--- config.mk ---
export PLATFORM = sky130hd
export DESIGN_NAME = mca_bank
export DESIGN_NICKNAME = d
export VERILOG_FILES = /design/src/hw/mca_pkg.sv /design/src/hw/mca_bank.sv
export SDC_FILE = /design/constraint.sdc
export NUM_CORES = 1
export LEC_CHECK = 0
export BUFFER_PORTS_ARGS = -buffer_cell sky130_fd_sc_hd__buf_2
export CORE_ASPECT_RATIO = 0.5
export CORE_UTILIZATION = 38
export CTS_CLUSTER_DIAMETER = 80
export DETAILED_ROUTE_END_ITERATION = 8
export GPL_ROUTABILITY_DRIVEN = 0
export PLACE_DENSITY_LB_ADDON = 0.05
export SETUP_SLACK_MARGIN = 0.4
export SKIP_LAST_GASP = 1
export SLEW_MARGIN = 20
export SYNTH_ARGS = -nofsm -noshare
export SYNTH_HDL_FRONTEND = slang
export SYNTH_SLANG_ARGS = --single-unit
--- constraint.sdc ---
create_clock -name clk_sys_i -period 4.2 [get_ports clk_sys_i]
set_clock_uncertainty 0.2 [all_clocks]
set_input_delay 0 -clock clk_sys_i [delete_from_list [all_inputs] [get_ports clk_sys_i]]
set_output_delay 0 -clock clk_sys_i [all_outputs]
set_load 0.02 [all_outputs]
--- src/hw/mca_pkg.sv ---
// Package for the monitor configuration bank and port arbiter.
// Assumes one system clock; JTAG signals arrive from another clock domain.
package mca_pkg;
    localparam int          DW             = 16;
    localparam int          AW             = 10;
    localparam int          NREG           = 5;
    localparam logic [9:0]  OFS_CHAN       = 10'h040;
    localparam logic [9:0]  OFS_ALARM_SEQ  = 10'h041;
    localparam logic [9:0]  OFS_CLKDIV     = 10'h042;
    localparam logic [9:0]  OFS_SERIAL     = 10'h043;
    localparam logic [9:0]  OFS_SLOW       = 10'h044;
    // Writable bits and reset values per register
    localparam logic [15:0] MASK_R0        = 16'hbf3f;
    localparam logic [15:0] MASK_R1        = 16'hffdf;
    localparam logic [15:0] MASK_R2        = 16'hff00;
    localparam logic [15:0] MASK_R3        = 16'hff8f;
    localparam logic [15:0] MASK_R4        = 16'h0f0f;
    localparam logic [15:0] RST_R0         = 16'h0000;
    localparam logic [15:0] RST_R1         = 16'h0000;
    localparam logic [15:0] RST_R2         = 16'h0000;
    localparam logic [15:0] RST_R3         = 16'h0000;
    localparam logic [15:0] RST_R4         = 16'h0c00;
    // Field positions
    localparam int          CH_LSB = 0, ACQ_BIT = 8, EC_BIT = 9, BU_BIT = 10, MUX_BIT = 11;
    localparam int          AVG_LSB = 12, COEFFICIENT_MEAN_DISABLE_BIT = 15;
    localparam int          OT_BIT = 0, ALM_LO_LSB = 1, CAL_LSB = 4, ALM_HI_LSB = 8, SEQ_LSB = 12;
    localparam int          CD_LSB = 8;
    localparam int          ALM_X_LSB = 0, TWI_EN_BIT = 7, TWI_A_LSB = 8, TWI_OR_BIT = 15;
    localparam int          PMBUS_SEL_BIT = 10;
    localparam int          LRD_LSB = 8, EOS_LSB = 10;
    // Channel codes
    localparam logic [5:0]  CH_CAL         = 6'h08;
    localparam logic [5:0]  CH_BAD7        = 6'h07;
    localparam logic [5:0]  CH_BAD_LO      = 6'h09;
    localparam logic [5:0]  CH_BAD_HI      = 6'h0c;
    localparam logic [5:0]  CH_LIMIT       = 6'h24;
    // Converter timing
    localparam logic [3:0]  ACQ_SHORT      = 4'h4;
    localparam logic [3:0]  ACQ_LONG       = 4'ha;
    localparam logic [4:0]  COEF_MEAN      = 5'h10;
    localparam logic [7:0]  DIV_MIN        = 8'h02;
    localparam logic [6:0]  TWI_ADDR_DFLT  = 7'h38;
    // JTAG scan register
    localparam logic [5:0]  INSTR_SHORT    = 6'h37;
    localparam logic [11:0] INSTR_LONG     = 12'hff7;
    localparam int          DR_W           = 32;
    localparam int          DR_ADDR_LSB    = 16;
    localparam int          DR_CMD_LSB     = 26;
    localparam logic [3:0]  CMD_READ       = 4'h1;
    localparam logic [3:0]  CMD_WRITE      = 4'h2;
    localparam logic [1:0]  JPOL_ENABLE    = 2'h0;
    localparam logic [1:0]  JPOL_READONLY  = 2'h1;
    localparam logic [1:0]  JPOL_DISABLE   = 2'h2;
    localparam int          JTAG_LIMIT_CYC = 18;

    typedef enum logic [1:0] {SCAN_DEFAULT, SCAN_ONE_PASS, SCAN_CONT, SCAN_SINGLE} mca_scan_e;
    typedef enum logic [1:0] {ARB_IDLE, ARB_XFER} mca_arb_e;
    typedef enum logic [1:0] {SRC_FAB, SRC_TWI, SRC_JTAG} mca_src_e;

    typedef struct packed {
        logic          valid;
        logic          write;
        logic [AW-1:0] addr;
        logic [DW-1:0] data;
    } mca_req_s;
endpackage

--- src/hw/mca_bank.sv ---
// Monitor configuration registers with a per-transaction port arbiter.
// Fabric and two-wire requests are on clk_sys_i; JTAG TAP signals are foreign.
`timescale 1ns/1ps
// Function
// - Channel field picks the input; in single-channel or external multiplexer mode code 8 calibrates, 7, 9-12, 36+ invalid.
// - Settle bit gives 4 or 10 converter cycles; fixed in default mode.
// - Polarity bit selects unipolar or bipolar in single-channel mode.
// - Trigger bit selects continuous or event-driven sampling.
// - External selector bit enables external multiplexer mode.
// - Averaging field: none, 16, 64 or 256 samples.
// - Coefficient averaging over 16 samples unless disable bit is set.
// - Overheat disable bit suppresses the overheat output.
// - Each alert disable bit suppresses its alarm output.
// - Scan mode: default, one pass, continuous, single; upper bits set gives default.
// - Correction bits 0, 2, 3 enable offsets and gain; bit 1 kept zero.
// - Converter clock is port clock over ratio, minimum two.
// - Two-wire enable bit permits two-wire access after configuration.
// - Override bit uses programmed two-wire address, else fixed 38h.
// - Address bit 2 selects PMBus or plain I2C when the override bit is set.
// - Low-rate channels converted every 1, 4, 16 or 64 sequences.
// - End marker from main list, low-rate list, or both.
// - Arbiter serves fabric, two-wire and JTAG one transaction at a time.
// - Access instruction 110111 or FF7h selects 32-bit scan register.
// - Update-DR hands command to arbiter; write done within 18 cycles.
// - Configuration setting makes JTAG access read-only or blocked.
// - Registers writable through the port at any time.
// - Channel 8 computes coefficients in single-channel or external multiplexer mode; default mode corrects automatically.
module mca_bank
    import mca_pkg::*;
#(
    parameter bit PS_VARIANT = 1'b0
) (
    input  wire logic        clk_sys_i,
    input  wire logic        nrst_i,
    input  wire mca_req_s    dcp_req_i,
    output logic [15:0]      dcp_rdata_o,
    output logic             dcp_rdy_o,
    input  wire mca_req_s    twi_req_i,
    output logic [15:0]      twi_rdata_o,
    output logic             twi_ack_o,
    input  wire logic        jtag_tck_i,
    input  wire logic        jtag_tdi_i,
    input  wire logic [11:0] jtag_ir_i,
    input  wire logic        jtag_capture_i,
    input  wire logic        jtag_shift_i,
    input  wire logic        jtag_update_i,
    input  wire logic [1:0]  jtag_policy_i,
    output logic             jtag_tdo_o,
    output logic             jtag_readonly_o,
    output logic             jtag_disabled_o,
    input  wire logic [11:0] alarm_raw_i,
    input  wire logic        main_list_end_i,
    input  wire logic        low_list_end_i,
    output logic [11:0]      alarm_o,
    output logic [5:0]       conv_channel_o,
    output logic             chan_invalid_o,
    output logic             cal_run_o,
    output logic [3:0]       acq_cycles_o,
    output logic             bipolar_o,
    output logic             event_trigger_o,
    output logic             ext_mux_o,
    output logic [8:0]       mean_count_o,
    output logic [4:0]       coef_mean_o,
    output mca_scan_e        scan_mode_o,
    output logic [3:0]       corr_enable_o,
    output logic             conv_clk_en_o,
    output logic             twi_enable_o,
    output logic [6:0]       twi_addr_o,
    output logic             pmbus_sel_o,
    output logic             low_rate_due_o,
    output logic             end_of_scan_o
);
    logic [15:0] cfg_q [NREG];
    mca_arb_e    arb_q;
    mca_src_e    grant_q;
    mca_req_s    fab_q, twi_q, jreq_q;
    logic [15:0] dcp_rdata_q, twi_rdata_q, jrdata_q;
    logic        dcp_rdy_q, twi_ack_q;
    logic [3:0]  tck_s_q;
    logic [1:0]  tdi_s_q, cap_s_q, sh_s_q, up_s_q;
    logic [1:0]  pol_s_q, pol_q;
    logic [23:0] ir_s_q;
    logic        pol_taken_q;
    logic [31:0] dr_q;
    logic [7:0]  div_cnt_q;
    logic [5:0]  seq_cnt_q;
    logic [11:0] alarm_q;
    logic        clk_en_q, due_q, eos_q;

    function automatic logic [2:0] reg_index(input logic [9:0] a);
        return 3'(a - OFS_CHAN);
    endfunction
    function automatic logic is_cfg(input logic [9:0] a);
        return (a >= OFS_CHAN) && (a <= OFS_SLOW);
    endfunction
    function automatic logic [15:0] reg_mask(input logic [2:0] i);
        unique case (i)
            3'h0:    return MASK_R0;
            3'h1:    return MASK_R1;
            3'h2:    return MASK_R2;
            3'h3:    return MASK_R3;
            default: return MASK_R4;
        endcase
    endfunction

    // Arbitration selection: current transaction finishes, JTAG then fabric then two-wire
    mca_req_s    cur_req;
    wire         any_pend  = fab_q.valid | twi_q.valid | jreq_q.valid;
    wire         cur_hit   = is_cfg(cur_req.addr);
    wire [2:0]   cur_idx   = reg_index(cur_req.addr);
    wire [15:0]  cur_rdata = cur_hit ? cfg_q[cur_idx] : 16'h0000;
    assign cur_req = (grant_q == SRC_JTAG) ? jreq_q : (grant_q == SRC_TWI) ? twi_q : fab_q;

    // JTAG instruction match, command decode and TCK edge
    wire         tck_rise  = tck_s_q[2] & ~tck_s_q[3];
    wire [11:0]  ir_now    = ir_s_q[23:12];
    wire         ir_match  = PS_VARIANT ? (ir_now == INSTR_LONG)
                                        : (ir_now[5:0] == INSTR_SHORT);
    wire [3:0]   dr_cmd    = dr_q[DR_CMD_LSB +: 4];
    wire         j_blocked = (pol_q == JPOL_DISABLE);
    wire         j_wr_ok   = (pol_q == JPOL_ENABLE);
    wire         j_issue   = tck_rise & up_s_q[1] & ir_match & ~j_blocked & pol_taken_q &
                             ((dr_cmd == CMD_READ) | ((dr_cmd == CMD_WRITE) & j_wr_ok));

    // Decoded configuration
    wire [15:0]  r0 = cfg_q[0];
    wire [15:0]  r1 = cfg_q[1];
    wire [15:0]  r2 = cfg_q[2];
    wire [15:0]  r3 = cfg_q[3];
    wire [15:0]  r4 = cfg_q[4];
    wire [3:0]   seq_f     = r1[SEQ_LSB +: 4];
    wire [5:0]   ch_f      = r0[CH_LSB +: 6];
    mca_scan_e   mode_d;
    assign mode_d = (seq_f[3:2] == 2'b11 || seq_f == 4'h0) ? SCAN_DEFAULT :
                    (seq_f == 4'h1) ? SCAN_ONE_PASS :
                    (seq_f == 4'h2) ? SCAN_CONT : SCAN_SINGLE;
    wire         sel_mode  = (mode_d == SCAN_SINGLE) | r0[MUX_BIT];
    wire         ch_bad    = (ch_f == CH_BAD7) | (ch_f >= CH_BAD_LO && ch_f <= CH_BAD_HI) |
                             (ch_f >= CH_LIMIT);
    wire [1:0]   avg_f     = r0[AVG_LSB +: 2];
    wire [8:0]   mean_d    = (avg_f == 2'h0) ? 9'h001 : (avg_f == 2'h1) ? 9'h010 :
                             (avg_f == 2'h2) ? 9'h040 : 9'h100;
    wire [3:0]   cal_f     = r1[CAL_LSB +: 4];
    wire [3:0]   corr_d    = (mode_d == SCAN_DEFAULT) ? 4'hd : (cal_f & 4'hd);
    wire [7:0]   cd_f      = r2[CD_LSB +: 8];
    wire [7:0]   ratio     = (cd_f < DIV_MIN) ? DIV_MIN : cd_f;
    wire [11:0]  alm_dis   = {r3[ALM_X_LSB +: 4], r1[OT_BIT], r1[ALM_HI_LSB +: 4],
                              r1[ALM_LO_LSB +: 3]};
    wire [1:0]   lrd_f     = r4[LRD_LSB +: 2];
    wire [5:0]   lr_mask   = (lrd_f == 2'h0) ? 6'h00 : (lrd_f == 2'h1) ? 6'h03 :
                             (lrd_f == 2'h2) ? 6'h0f : 6'h3f;
    wire [1:0]   eos_f     = r4[EOS_LSB +: 2];
    wire         eos_d     = (eos_f == 2'h1) ? low_list_end_i :
                             (eos_f == 2'h2) ? (main_list_end_i | low_list_end_i)
                                             : main_list_end_i;

    // Request latches and arbiter
    always_ff @(posedge clk_sys_i) begin
        if (!nrst_i) begin
            arb_q     <= ARB_IDLE;
            grant_q   <= SRC_FAB;
            fab_q     <= '0;
            twi_q     <= '0;
            jreq_q    <= '0;
            dcp_rdy_q <= 1'b0;
            twi_ack_q <= 1'b0;
        end else begin
            dcp_rdy_q <= 1'b0;
            twi_ack_q <= 1'b0;
            if (dcp_req_i.valid && !fab_q.valid) fab_q <= dcp_req_i;
            if (twi_req_i.valid && !twi_q.valid && r3[TWI_EN_BIT]) twi_q <= twi_req_i;
            if (j_issue && !jreq_q.valid) begin
                jreq_q <= '{valid: 1'b1, write: dr_cmd == CMD_WRITE,
                            addr: dr_q[DR_ADDR_LSB +: AW], data: dr_q[15:0]};
            end
            unique case (arb_q)
                ARB_IDLE: begin
                    if (any_pend) begin
                        arb_q   <= ARB_XFER;
                        grant_q <= jreq_q.valid ? SRC_JTAG : fab_q.valid ? SRC_FAB : SRC_TWI;
                    end
                end
                ARB_XFER: begin
                    arb_q <= ARB_IDLE;
                    unique case (grant_q)
                        SRC_JTAG: jreq_q.valid <= 1'b0;
                        SRC_TWI:  begin twi_q.valid <= 1'b0; twi_ack_q <= 1'b1; end
                        default:  begin fab_q.valid <= 1'b0; dcp_rdy_q <= 1'b1; end
                    endcase
                end
                default: arb_q <= ARB_IDLE;
            endcase
        end
    end

    // Register file and read data
    always_ff @(posedge clk_sys_i) begin
        if (!nrst_i) begin
            cfg_q       <= '{RST_R0, RST_R1, RST_R2, RST_R3, RST_R4};
            dcp_rdata_q <= 16'h0000;
            twi_rdata_q <= 16'h0000;
            jrdata_q    <= 16'h0000;
        end else if (arb_q == ARB_XFER) begin
            if (cur_req.write && cur_hit) cfg_q[cur_idx] <= cur_req.data & reg_mask(cur_idx);
            unique case (grant_q)
                SRC_JTAG: if (!cur_req.write) jrdata_q <= cur_rdata;
                SRC_TWI:  twi_rdata_q <= cur_rdata;
                default:  dcp_rdata_q <= cur_rdata;
            endcase
        end
    end

    // JTAG synchronisers, policy capture and scan register
    always_ff @(posedge clk_sys_i) begin
        if (!nrst_i) begin
            tck_s_q     <= 4'h0;
            tdi_s_q     <= 2'h0;
            cap_s_q     <= 2'h0;
            sh_s_q      <= 2'h0;
            up_s_q      <= 2'h0;
            ir_s_q      <= 24'h000000;
            pol_s_q     <= jtag_policy_i;
            pol_q       <= JPOL_DISABLE;
            pol_taken_q <= 1'b0;
            dr_q        <= 32'h00000000;
        end else begin
            tck_s_q <= {tck_s_q[2:0], jtag_tck_i};
            tdi_s_q <= {tdi_s_q[0], jtag_tdi_i};
            cap_s_q <= {cap_s_q[0], jtag_capture_i};
            sh_s_q  <= {sh_s_q[0], jtag_shift_i};
            up_s_q  <= {up_s_q[0], jtag_update_i};
            ir_s_q  <= {ir_s_q[11:0], jtag_ir_i};
            pol_s_q <= jtag_policy_i;
            if (!pol_taken_q) begin
                pol_q       <= pol_s_q;
                pol_taken_q <= 1'b1;
            end
            if (tck_rise && ir_match && !j_blocked) begin
                if (cap_s_q[1]) dr_q <= {16'h0000, jrdata_q};
                else if (sh_s_q[1]) dr_q <= {tdi_s_q[1], dr_q[DR_W-1:1]};
            end
        end
    end

    // Converter side outputs
    always_ff @(posedge clk_sys_i) begin
        if (!nrst_i) begin
            div_cnt_q <= 8'h00;
            clk_en_q  <= 1'b0;
            seq_cnt_q <= 6'h00;
            due_q     <= 1'b0;
            eos_q     <= 1'b0;
            alarm_q   <= 12'h000;
        end else begin
            clk_en_q <= (div_cnt_q >= ratio - 8'h01);
            div_cnt_q <= (div_cnt_q >= ratio - 8'h01) ? 8'h00 : div_cnt_q + 8'h01;
            if (main_list_end_i) begin
                seq_cnt_q <= seq_cnt_q + 6'h01;
                due_q     <= ((seq_cnt_q & lr_mask) == 6'h00);
            end
            eos_q   <= eos_d;
            alarm_q <= alarm_raw_i & ~alm_dis;
        end
    end

    assign dcp_rdata_o     = dcp_rdata_q;
    assign dcp_rdy_o       = dcp_rdy_q;
    assign twi_rdata_o     = twi_rdata_q;
    assign twi_ack_o       = twi_ack_q;
    assign jtag_tdo_o      = dr_q[0];
    assign jtag_readonly_o = (pol_q == JPOL_READONLY);
    assign jtag_disabled_o = (pol_q == JPOL_DISABLE);
    assign alarm_o         = alarm_q;
    assign conv_channel_o  = ch_f;
    assign chan_invalid_o  = sel_mode & ch_bad;
    assign cal_run_o       = sel_mode & (ch_f == CH_CAL);
    assign acq_cycles_o    = (mode_d != SCAN_DEFAULT && r0[ACQ_BIT]) ? ACQ_LONG : ACQ_SHORT;
    assign bipolar_o       = (mode_d == SCAN_SINGLE) & r0[BU_BIT];
    assign event_trigger_o = r0[EC_BIT];
    assign ext_mux_o       = r0[MUX_BIT];
    assign mean_count_o    = mean_d;
    assign coef_mean_o     = r0[COEFFICIENT_MEAN_DISABLE_BIT] ? 5'h01 : COEF_MEAN;
    assign scan_mode_o     = mode_d;
    assign corr_enable_o   = corr_d;
    assign conv_clk_en_o   = clk_en_q;
    assign twi_enable_o    = r3[TWI_EN_BIT];
    assign twi_addr_o      = r3[TWI_OR_BIT] ? r3[TWI_A_LSB +: 7] : TWI_ADDR_DFLT;
    assign pmbus_sel_o     = r3[TWI_OR_BIT] & r3[PMBUS_SEL_BIT];
    assign low_rate_due_o  = due_q;
    assign end_of_scan_o   = eos_q;

    // Checks
    int unsigned j_wait_q;
    always_ff @(posedge clk_sys_i) begin
        if (!nrst_i || !jreq_q.valid) j_wait_q <= 0;
        else j_wait_q <= j_wait_q + 1;
    end
endmodule

# Word level (Yosys, flattened, before mapping)
# Cells that the tools add are included.
[totals]
register_bits = 313
latch_bits = 0
ram_bits = 0
mem_bits_ro = 0
in_bits = 91
out_inout_bits = 96
wordCells = 184
memories = 0
[op_classes]
add_sub_neg = 4
mul = 0
n_div = 0
magnitude_cmp = 9
eq_ne = 22
shift = 0
muxes = 45
n_bitwise = 28
reduce_logical = 36
[ops]
columns = ["cell", "count"]
rows = [
  ["$mux W16", 7],
  ["$mux W28", 3],
  ["$bwmux W80", 1],
  ["$mux W32", 2],
  ["$pmux W16 S4", 1],
  ["$mux W27", 2],
  ["$bmux W16 S3", 1],
  ["$demux W16 S3", 1],
  ["$mux W9", 3],
  ["$mux W6", 3],
  ["$and A16 B16 Y16", 1],
  ["$eq A2 B2 Y1 const B", 7],
  ["$reduce_and A2 Y1", 7],
  ["$mux W1", 13],
  ["$and A12 B12 Y12", 1],
  ["$not A12 Y12", 1],
  ["$and A1 B1 Y1", 11],
  ["$logic_and A1 B1 Y1", 11],
  ["$eq A2 B1 Y1 const B", 5],
  ["$ge A10 B7 Y1 const B", 1],
  ["$le A10 B7 Y1 const B", 1],
  ["$logic_not A2 Y1", 5],
  ["$add A8 B1 Y8 const B", 1],
  ["$eq A4 B1 Y1 const B", 2],
  ["33 further kinds", 53],
]

# Logic depth before layout (Yosys ltp)
# Gate-level depths: netlist (run 1).
[logic_depth]
depth_word = 11
ltp_mapped = 15
depth_no_buf = 14

# Worst setup path after synthesis (run 1)
# OpenSTA, ideal clock, no wires.
[synth_timing]
kind = "register to register"
from = "register cfg_q (netlist bit r2[11])"
to = "register div_cnt_q[2]"
setup_time_ns = 0.065
t_arrival_ns = 3.138
required_time_ns = 3.935
slack_ns = 0.797
path_stages_with_launch = 15
n_path_buf = 1
period_less_slack_ns = 3.403
cell_sequence = "dfxtp_1 clkbuf_1 or4_1 o41ai_1 ha_1 nand2b_1 nor2_1 xnor2_1 ha_1 a21o_1 a21o_1 a21oi_1 o21ai_0 a211o_1 nor2_1"
[synth_via]
elab_chain_cells = 5
[synth_lines]
columns = ["element", "line", "text"]
rows = [
  ["start: declaration", "mca_bank.sv:73", "logic [15:0] cfg_q [NREG];"],
  ["start signal: assignment", "mca_bank.sv:199", "cfg_q <= '{RST_R0, RST_R1, RST_R2, RST_R3, RST_R4};"],
  ["start signal: indexed assignment", "mca_bank.sv:204", "if (cur_req.write && cur_hit) cfg_q[cur_idx] <= cur_req.data & reg_mask(cur_idx);"],
  ["$lt A8 B2 Y1", "mca_bank.sv:146", "wire [7:0] ratio = (cd_f < DIV_MIN) ? DIV_MIN : cd_f;"],
  ["$mux W8 *", "mca_bank.sv:146", ""],
  ["$sub A8 B1 Y8 *", "mca_bank.sv:256", "div_cnt_q <= (div_cnt_q >= ratio - 8'h01) ? 8'h00 : div_cnt_q + 8'h01;"],
  ["$ge A8 B8 Y1 *", "mca_bank.sv:256", ""],
  ["$reduce_or A2 Y1 (no source line) *", "--", ""],
  ["end signal: assignment", "mca_bank.sv:256", ""],
  ["end: declaration", "mca_bank.sv:85", "logic [7:0] div_cnt_q;"],
]
# Mark *: on every way between the ends. The rest lies on a longest branch, timed or not.
# A chain may end at the register's enable or synchronous reset.

# Worst setup path after layout (run 1)
[layout_timing]
from = "register cfg_q (netlist bit r2[11])"
to = "register div_cnt_q[4]"
# The elaborated chain is that of the path after synthesis.

==> results.cfg, run 1 <==
[cts]
clk_pin_slew_ps = 70
worstSkewPairLatency_ps = 550
cts_tree = yes
htreeDepth = 1
cts_num_sinks = 307
cts_buffer_depth = 3
post_cts_buffers = 0
clockRootBuffer = clkbuf_16
numCtsBuffers = 29

[cells_and_area]
antennaDiodeCount = 0
final_cell_mix = dfxtp_1, nand2_1, buf_2
layout_commonest_cell = dfxtp_1
area_growth_pct = 28.9
final_nets = 1768
drive_gt1_share_pct = 15.5

[logic_synthesis]
synthArstFlopShare_pct = 0
synth.avg_cell_area_sq_um = 8.84
yosysSeqAreaShare_pct = 50.1
ys_warn_count = 0
synth_cells = 1387
synth_cell_types = 58
synth_seq_cells = 307
synth-edff-count = 0
synth_ff_type = dfxtp_1
syn_area_sq_um = 12300

[setup_path]
path_cells = or4_1, o41ai_2, ha_1, nand2b_1, nor2_1, xnor2_1, ha_1, a21o_1, a21o_1, a21oi_1, o21ai_0, a211o_1, nor2_1
cp-start-kind = flip-flop
worstPathArrival_ps = 3840
cp_num_buf_inv = 0
cpPeakStageDelay_ps = 600
cp_top_family = compound AO/OA/AOI/OAI gates
crit_path_end_kind = flip-flop
required_ps = 4490
path_class = reg -> reg
critical_path.max_fanout = 7
slowest_stage = or4_1

[routing]
wl_per_cell_microns = 16.8
drc = 0
postRouteAntennaNets = 0
drt_iter0_drc = 691
wl_microns = 35600
num_vias = 10600
viasPerCell = 4.99
first_pass_iters = 7

[grt]
grt-ovfl-total = 0
track_usage_pct = 20.9
antenna_found_initial = 0
grt_pass1_vias = 9839
grt_pass1_wl_microns = 54600
grt_max_degree = 100

[floorplan]
num_rows = 46
io_pins = 187
die_w_microns = 256
initial_core_util_pct = 38.7
core-area_sq_um = 31700
die_y_microns = 129
die_area_sq_um = 33000

[placed_design]
post-place-ws_ps = 554
port_buffers = 170
hpwlAfterDp_microns = 23800

[worst_hold_path]
hold_path_class = in -> reg

[run]
drv_cap = 0

[pwr]
p_leak_nw = 6.07
power_density_nw_per_um2 = 381
peakVddDrop_mv = 0.279

[sta]
finalSetupViolCount = 0
worst_slew_pin_slew_ps = 1120
min_period_over_period_pct = 84.5
rsz0062_at_grt = no
hold_viol = 0
max_freq_ghz = 0.282
period_minus_slack_ps = 3550
setup_tns_ps = 0
drv_slew = 0
setup_slack_ps = 650
slew_headroom_pct = 25.0

[status]
status = complete, no violations
power by group:
group	internal [mW]	switching, mW
Clock	1.40	1.12
Sequential	2.96	0.0354
Combinational	0.222	0.282
Total	4.58	1.44
cells by family after synthesis:
logic type	count (synthesis)	share of synthesized area (%)
other	1	0.0306
AOI/OAI and AO/OA	298	13.9
muxes	94	7.72
xor gates and xnor gates	16	1.14
buffers and inverters	128	5.17
adders and majority gates	13	1.33
DFF	307	50.1
and+or+nand+nor	530	20.6
area by class of cell:
cell class	instances	area, sq um
Clock buffer	47	863
Clock inverter	5	28.8
Fill cell	3028	15900
Inverter	11	43.8
Multi-Input combinational cell	961	5540
Sequential cell	307	6150
Tap cell	432	541
Timing Repair Buffer	354	2640
worst reg2reg max path, stage by stage, from the launching register on:
cell and delay [ps]:
dfxtp_1 370, or4_1 600, o41ai_2 290, ha_1 250, nand2b_1 80, nor2_1 120, xnor2_1 140, ha_1 270
a21o_1 180, a21o_1 170, a21oi_1 130, o21ai_0 120, a211o_1 400, nor2_1 160
registers in the layout (all words and copies together) (netlist names), 4 cells and up:
| register | flops |
|---|---|
| alarm_o | 12 |
| div_cnt_q | 8 |
| jreq_q | 28 |
| fab_q | 28 |
| r0 | 16 |
| dcp_rdata_o | 16 |
| dr_q | 32 |
| seq_cnt_q | 6 |
| tck_s_q | 4 |
| ir_s_q | 12 |
| r1 | 16 |
| r3 | 16 |
| twi_q | 28 |
| twi_rdata_o | 16 |
| jrdata_q | 16 |
| r2 | 16 |
| r4 | 16 |
repair_timing:
| item | 4_1_cts | 5_1_grt |
|---|---|---|
| hold buffers | 163 | 0 |
| gates resized for setup | 0 | 1 |
| endpoints found under the hold margin | 153 | 0 |
| setup endpoints to repair | 0 | 7 |
routing by layer:
| metal | GRT usage, % | part of all wire [%] | up-vias |
|---|---|---|---|
| met2 | 33.5 | 44 | 200 |
| met3 | 3.91 | 4.7 | 45 |
| li1 | - | - | 5282 |
| met5 | 0 | 0 | - |
| met1 | 29.5 | 49 | 5029 |
| met4 | 4.16 | 1.6 | 0 |
synth_stat cells (3+ instances only):
library cell,number,area (sq um)
a211oi_1,17,128
a21o_1,3,22.5
a21oi_1,94,470
a31oi_1,12,75.1
and2_1,30,188
and3_1,28,175
buf_1,11,41.3
buf_2,18,90.1
buf_4,23,173
buf_6,6,67.6
clkbuf_1,59,221
dfxtp_1,307,6150
ha_1,13,163
inv_1,11,41.3
mux2i_1,91,911
nand2_1,236,886
nand2b_1,11,68.8
nand3_1,68,340
nand3_2,7,70.1
nand3b_1,16,120
nand4_1,4,25.0
nor2_1,91,342
nor2b_1,8,50.1
nor3_1,12,60.1
nor4_1,4,25.0
o211ai_1,9,67.6
o21a_1,4,30.0
o21ai_0,80,400
o21ai_1,56,280
o22ai_1,10,62.6
o41ai_1,3,26.3
xnor2_1,6,52.6
xor2_1,10,87.6
final timing paths:
path,startpoint,endpoint,slack [ps],cells past startpoint
worst min-delay path,alarm_raw_i[3],alarm_o[3]$_SDFF_PN0_,20,4
worst max register to register,r2[11]$_SDFFE_PN0P_,div_cnt_q[4]$_SDFF_PP0_,650,13
worst min register to register,ir_s_q[3]$_SDFF_PN0_,ir_s_q[15]$_SDFF_PN0_,230,1
worst max-delay path,r2[11]$_SDFFE_PN0P_,div_cnt_q[4]$_SDFF_PP0_,650,13
metrics by stage:
stage / cell area (sq um) / power [mW] / std cells / hold slack (ps) / util [%]
floorplan: 12300 / 3.31 / 1396 / -172 / -
global placement: 13300 / 3.45 / 1902 / -95.6 / 41.8
detailed placement: 13300 / 3.46 / 1902 / -95.3 / 41.9
CTS: 15800 / 6.08 / 2117 / 3.79 / 49.8
global route: 15800 / 6.25 / 2117 / 14.2 / 49.8
finish: 15800 / 6.02 / 2117 / 18.3 / 49.8
Power figures use the tool's default switching activity.
==> run 2: changes to the inputs <==
Clock period 4.2 ns to 2.9 ns, I/O delays scaled along.
==> run 2 against run 1 <==
Net effect: the run now ends with setup timing left; cell count increased by 6.1%; sequential cell count stayed put; combinational power rose by 80%; clock power up 44%; critical path depth stayed put; largest cell class is now multi-input combinational cells.
==> results.cfg, run 2 (synthesis gave the netlist of run 1 again) <==
[floorplan]
num_rows = 46
io_pins = 187
die_w_microns = 256
die_y_microns = 129
die_area_sq_um = 33000
core-area_sq_um = 31700
initial_core_util_pct = 38.7

[setup_path]
reg2reg_setup_slack_ps = -320
worstPathArrival_ps = 3510
critical_path.max_fanout = 7
required_ps = 3200
crit_path_end_kind = flip-flop
r2r_end = div_cnt_q[3]$_SDFF_PP0_
r2r_cells = 13
path_class = reg -> reg
cp-start-kind = flip-flop
r2r-start = r2[14]$_SDFFE_PN0P_

[sta]
finalSetupViolCount = 9
period_minus_slack_ps = 3220
setup_slack_ps = -317
hold_viol = 0
worst_slew_pin_slew_ps = 723
drv_slew = 0
slew_headroom_pct = 51.8
rsz0062_at_grt = yes
setup_tns_ps = -2650
max_freq_ghz = 0.311
min_period_over_period_pct = 111

[placed_design]
post-place-ws_ps = -511
hpwlAfterDp_microns = 24900
port_buffers = 170

[cts]
numCtsBuffers = 29
clk_pin_slew_ps = 70
cts_buffer_depth = 3
clockRootBuffer = clkbuf_16
cts_num_sinks = 307
cts_tree = yes
htreeDepth = 1
worstSkewPairLatency_ps = 570

[status]
violations = setup timing
status = finished with violations

[grt]
grt_pass1_wl_microns = 61400
track_usage_pct = 23.5
grt_max_degree = 84
grt-ovfl-total = 0
grt_pass1_vias = 10900
antenna_found_initial = 0

[pwr]
peakVddDrop_mv = 0.378
power_density_nw_per_um2 = 485
switchingPower_mw = 2.21
switching_share_pct = 24.8
internal-power_mw = 6.68
clkPwrFrac_pct = 41.0
p_seq_share_pct = 48.8
p_leak_nw = 7.11
p_comb_share_pct = 10.2

[routing]
wl_microns = 40000
first_pass_iters = 5
postRouteAntennaNets = 0
drc = 0
viasPerCell = 5.12
num_vias = 11500
wl_per_cell_microns = 17.8
drt_iter0_drc = 637

[cells_and_area]
final_nets = 1899
layout_commonest_cell = dfxtp_1
area_growth_pct = 49.5
top_register = dr_q
final_cell_mix = dfxtp_1, nand2_1, buf_2
largest_register_ff_count = 32
drive_gt1_share_pct = 30.6

[worst_hold_path]
hold_path_class = in -> reg
holdPathEnd = fab_q[23]$_SDFFE_PN0P_
min_from = dcp_req_i[23]
hold_depth = 4

[run]
drv_cap = 0
==> run 2: worst max-delay path by stage <==
stage / depth (start not counted) / to / start / slack (ps)
after floorplan: 13 / div_cnt_q[0]$_SDFF_PP0_ / r2[14]$_SDFFE_PN0P_ / -300
after global placement: 13 / div_cnt_q[0]$_SDFF_PP0_ / r2[14]$_SDFFE_PN0P_ / -440
after detailed placement: 12 / div_cnt_q[0]$_SDFF_PP0_ / r2[14]$_SDFFE_PN0P_ / -510
after CTS: 13 / div_cnt_q[5]$_SDFF_PP0_ / r2[14]$_SDFFE_PN0P_ / -400
after global routing: 13 / div_cnt_q[7]$_SDFF_PP0_ / r2[14]$_SDFFE_PN0P_ / -510
final: 13 / div_cnt_q[3]$_SDFF_PP0_ / r2[14]$_SDFFE_PN0P_ / -320
==> run 2: metal layers <==
| layer | GRT usage, % | part of all wire, % | vias to the layer above | wire [microns] |
|---|---|---|---|---|
| met2 | 38.2 | 46 | 272 | 18400 |
| met1 | 33.2 | 48 | 5592 | 19000 |
| met3 | 3.52 | 4.7 | 58 | 1860 |
| met4 | 4.83 | 1.9 | 0 | 743 |
| met5 | 0 | 0 | - | 0 |
| li1 | - | - | 5582 | - |
==> run 2: what timing repair did <==
item                                    4_1_cts  5_1_grt
gates cloned                                 13        3
endpoints found under the hold margin       175       29
hold buffers                                167        1
endpoints found under the setup margin      137      145
pin swaps                                    61       42
buffers inserted                             37       15
resized for setup                           164      135
==> run 2: power groups by stage <==
| stage | sequential, mW | clock (mW) | combinational [mW] |
|---|---|---|---|
| finish | 4.34 | 3.64 | 0.907 |
| global route | 4.35 | 3.89 | 0.973 |
| CTS | 4.34 | 3.70 | 0.815 |
| detailed placement | 4.43 | 0 | 0.620 |
| global placement | 4.43 | 0 | 0.615 |
| floorplan | 4.44 | 0 | 0.356 |
==> run 2: worst max-delay path, stage by stage, from the launching register on <==
cell      delay (ps)
dfxtp_2          320
or4_4            570
o41ai_4          270
ha_2             230
nand2b_1          80
nor2_2            90
xnor2_1          130
ha_1             260
a21o_1           160
a21o_1           160
a21oi_2          130
o21ai_2           80
a211o_4          370
nor2_1           100
==> run 2: stage by stage <==
step	instances	area (sq um)	util (%)	total power, mW	hold slack (ps)
after CTS	2226	17600	55.6	8.85	-327
after floorplan	1396	12300	-	4.80	-172
after detailed placement	1960	13900	43.8	5.05	-96.4
final	2246	18300	57.8	8.88	17.1
after global placement	1960	13900	43.8	5.05	-95.9
after global routing	2245	18300	57.8	9.21	23.3
==> run 2: cell type report <==
class	count	area [sq um]
fillers	2815	13400
multi-input cells	961	6440
flip-flops and latches	307	6150
repair buffers	485	4290
clock buffers	41	821
well taps	432	541
clock inverters	8	47.5
inverters	11	43.8
diodes	1	2.50
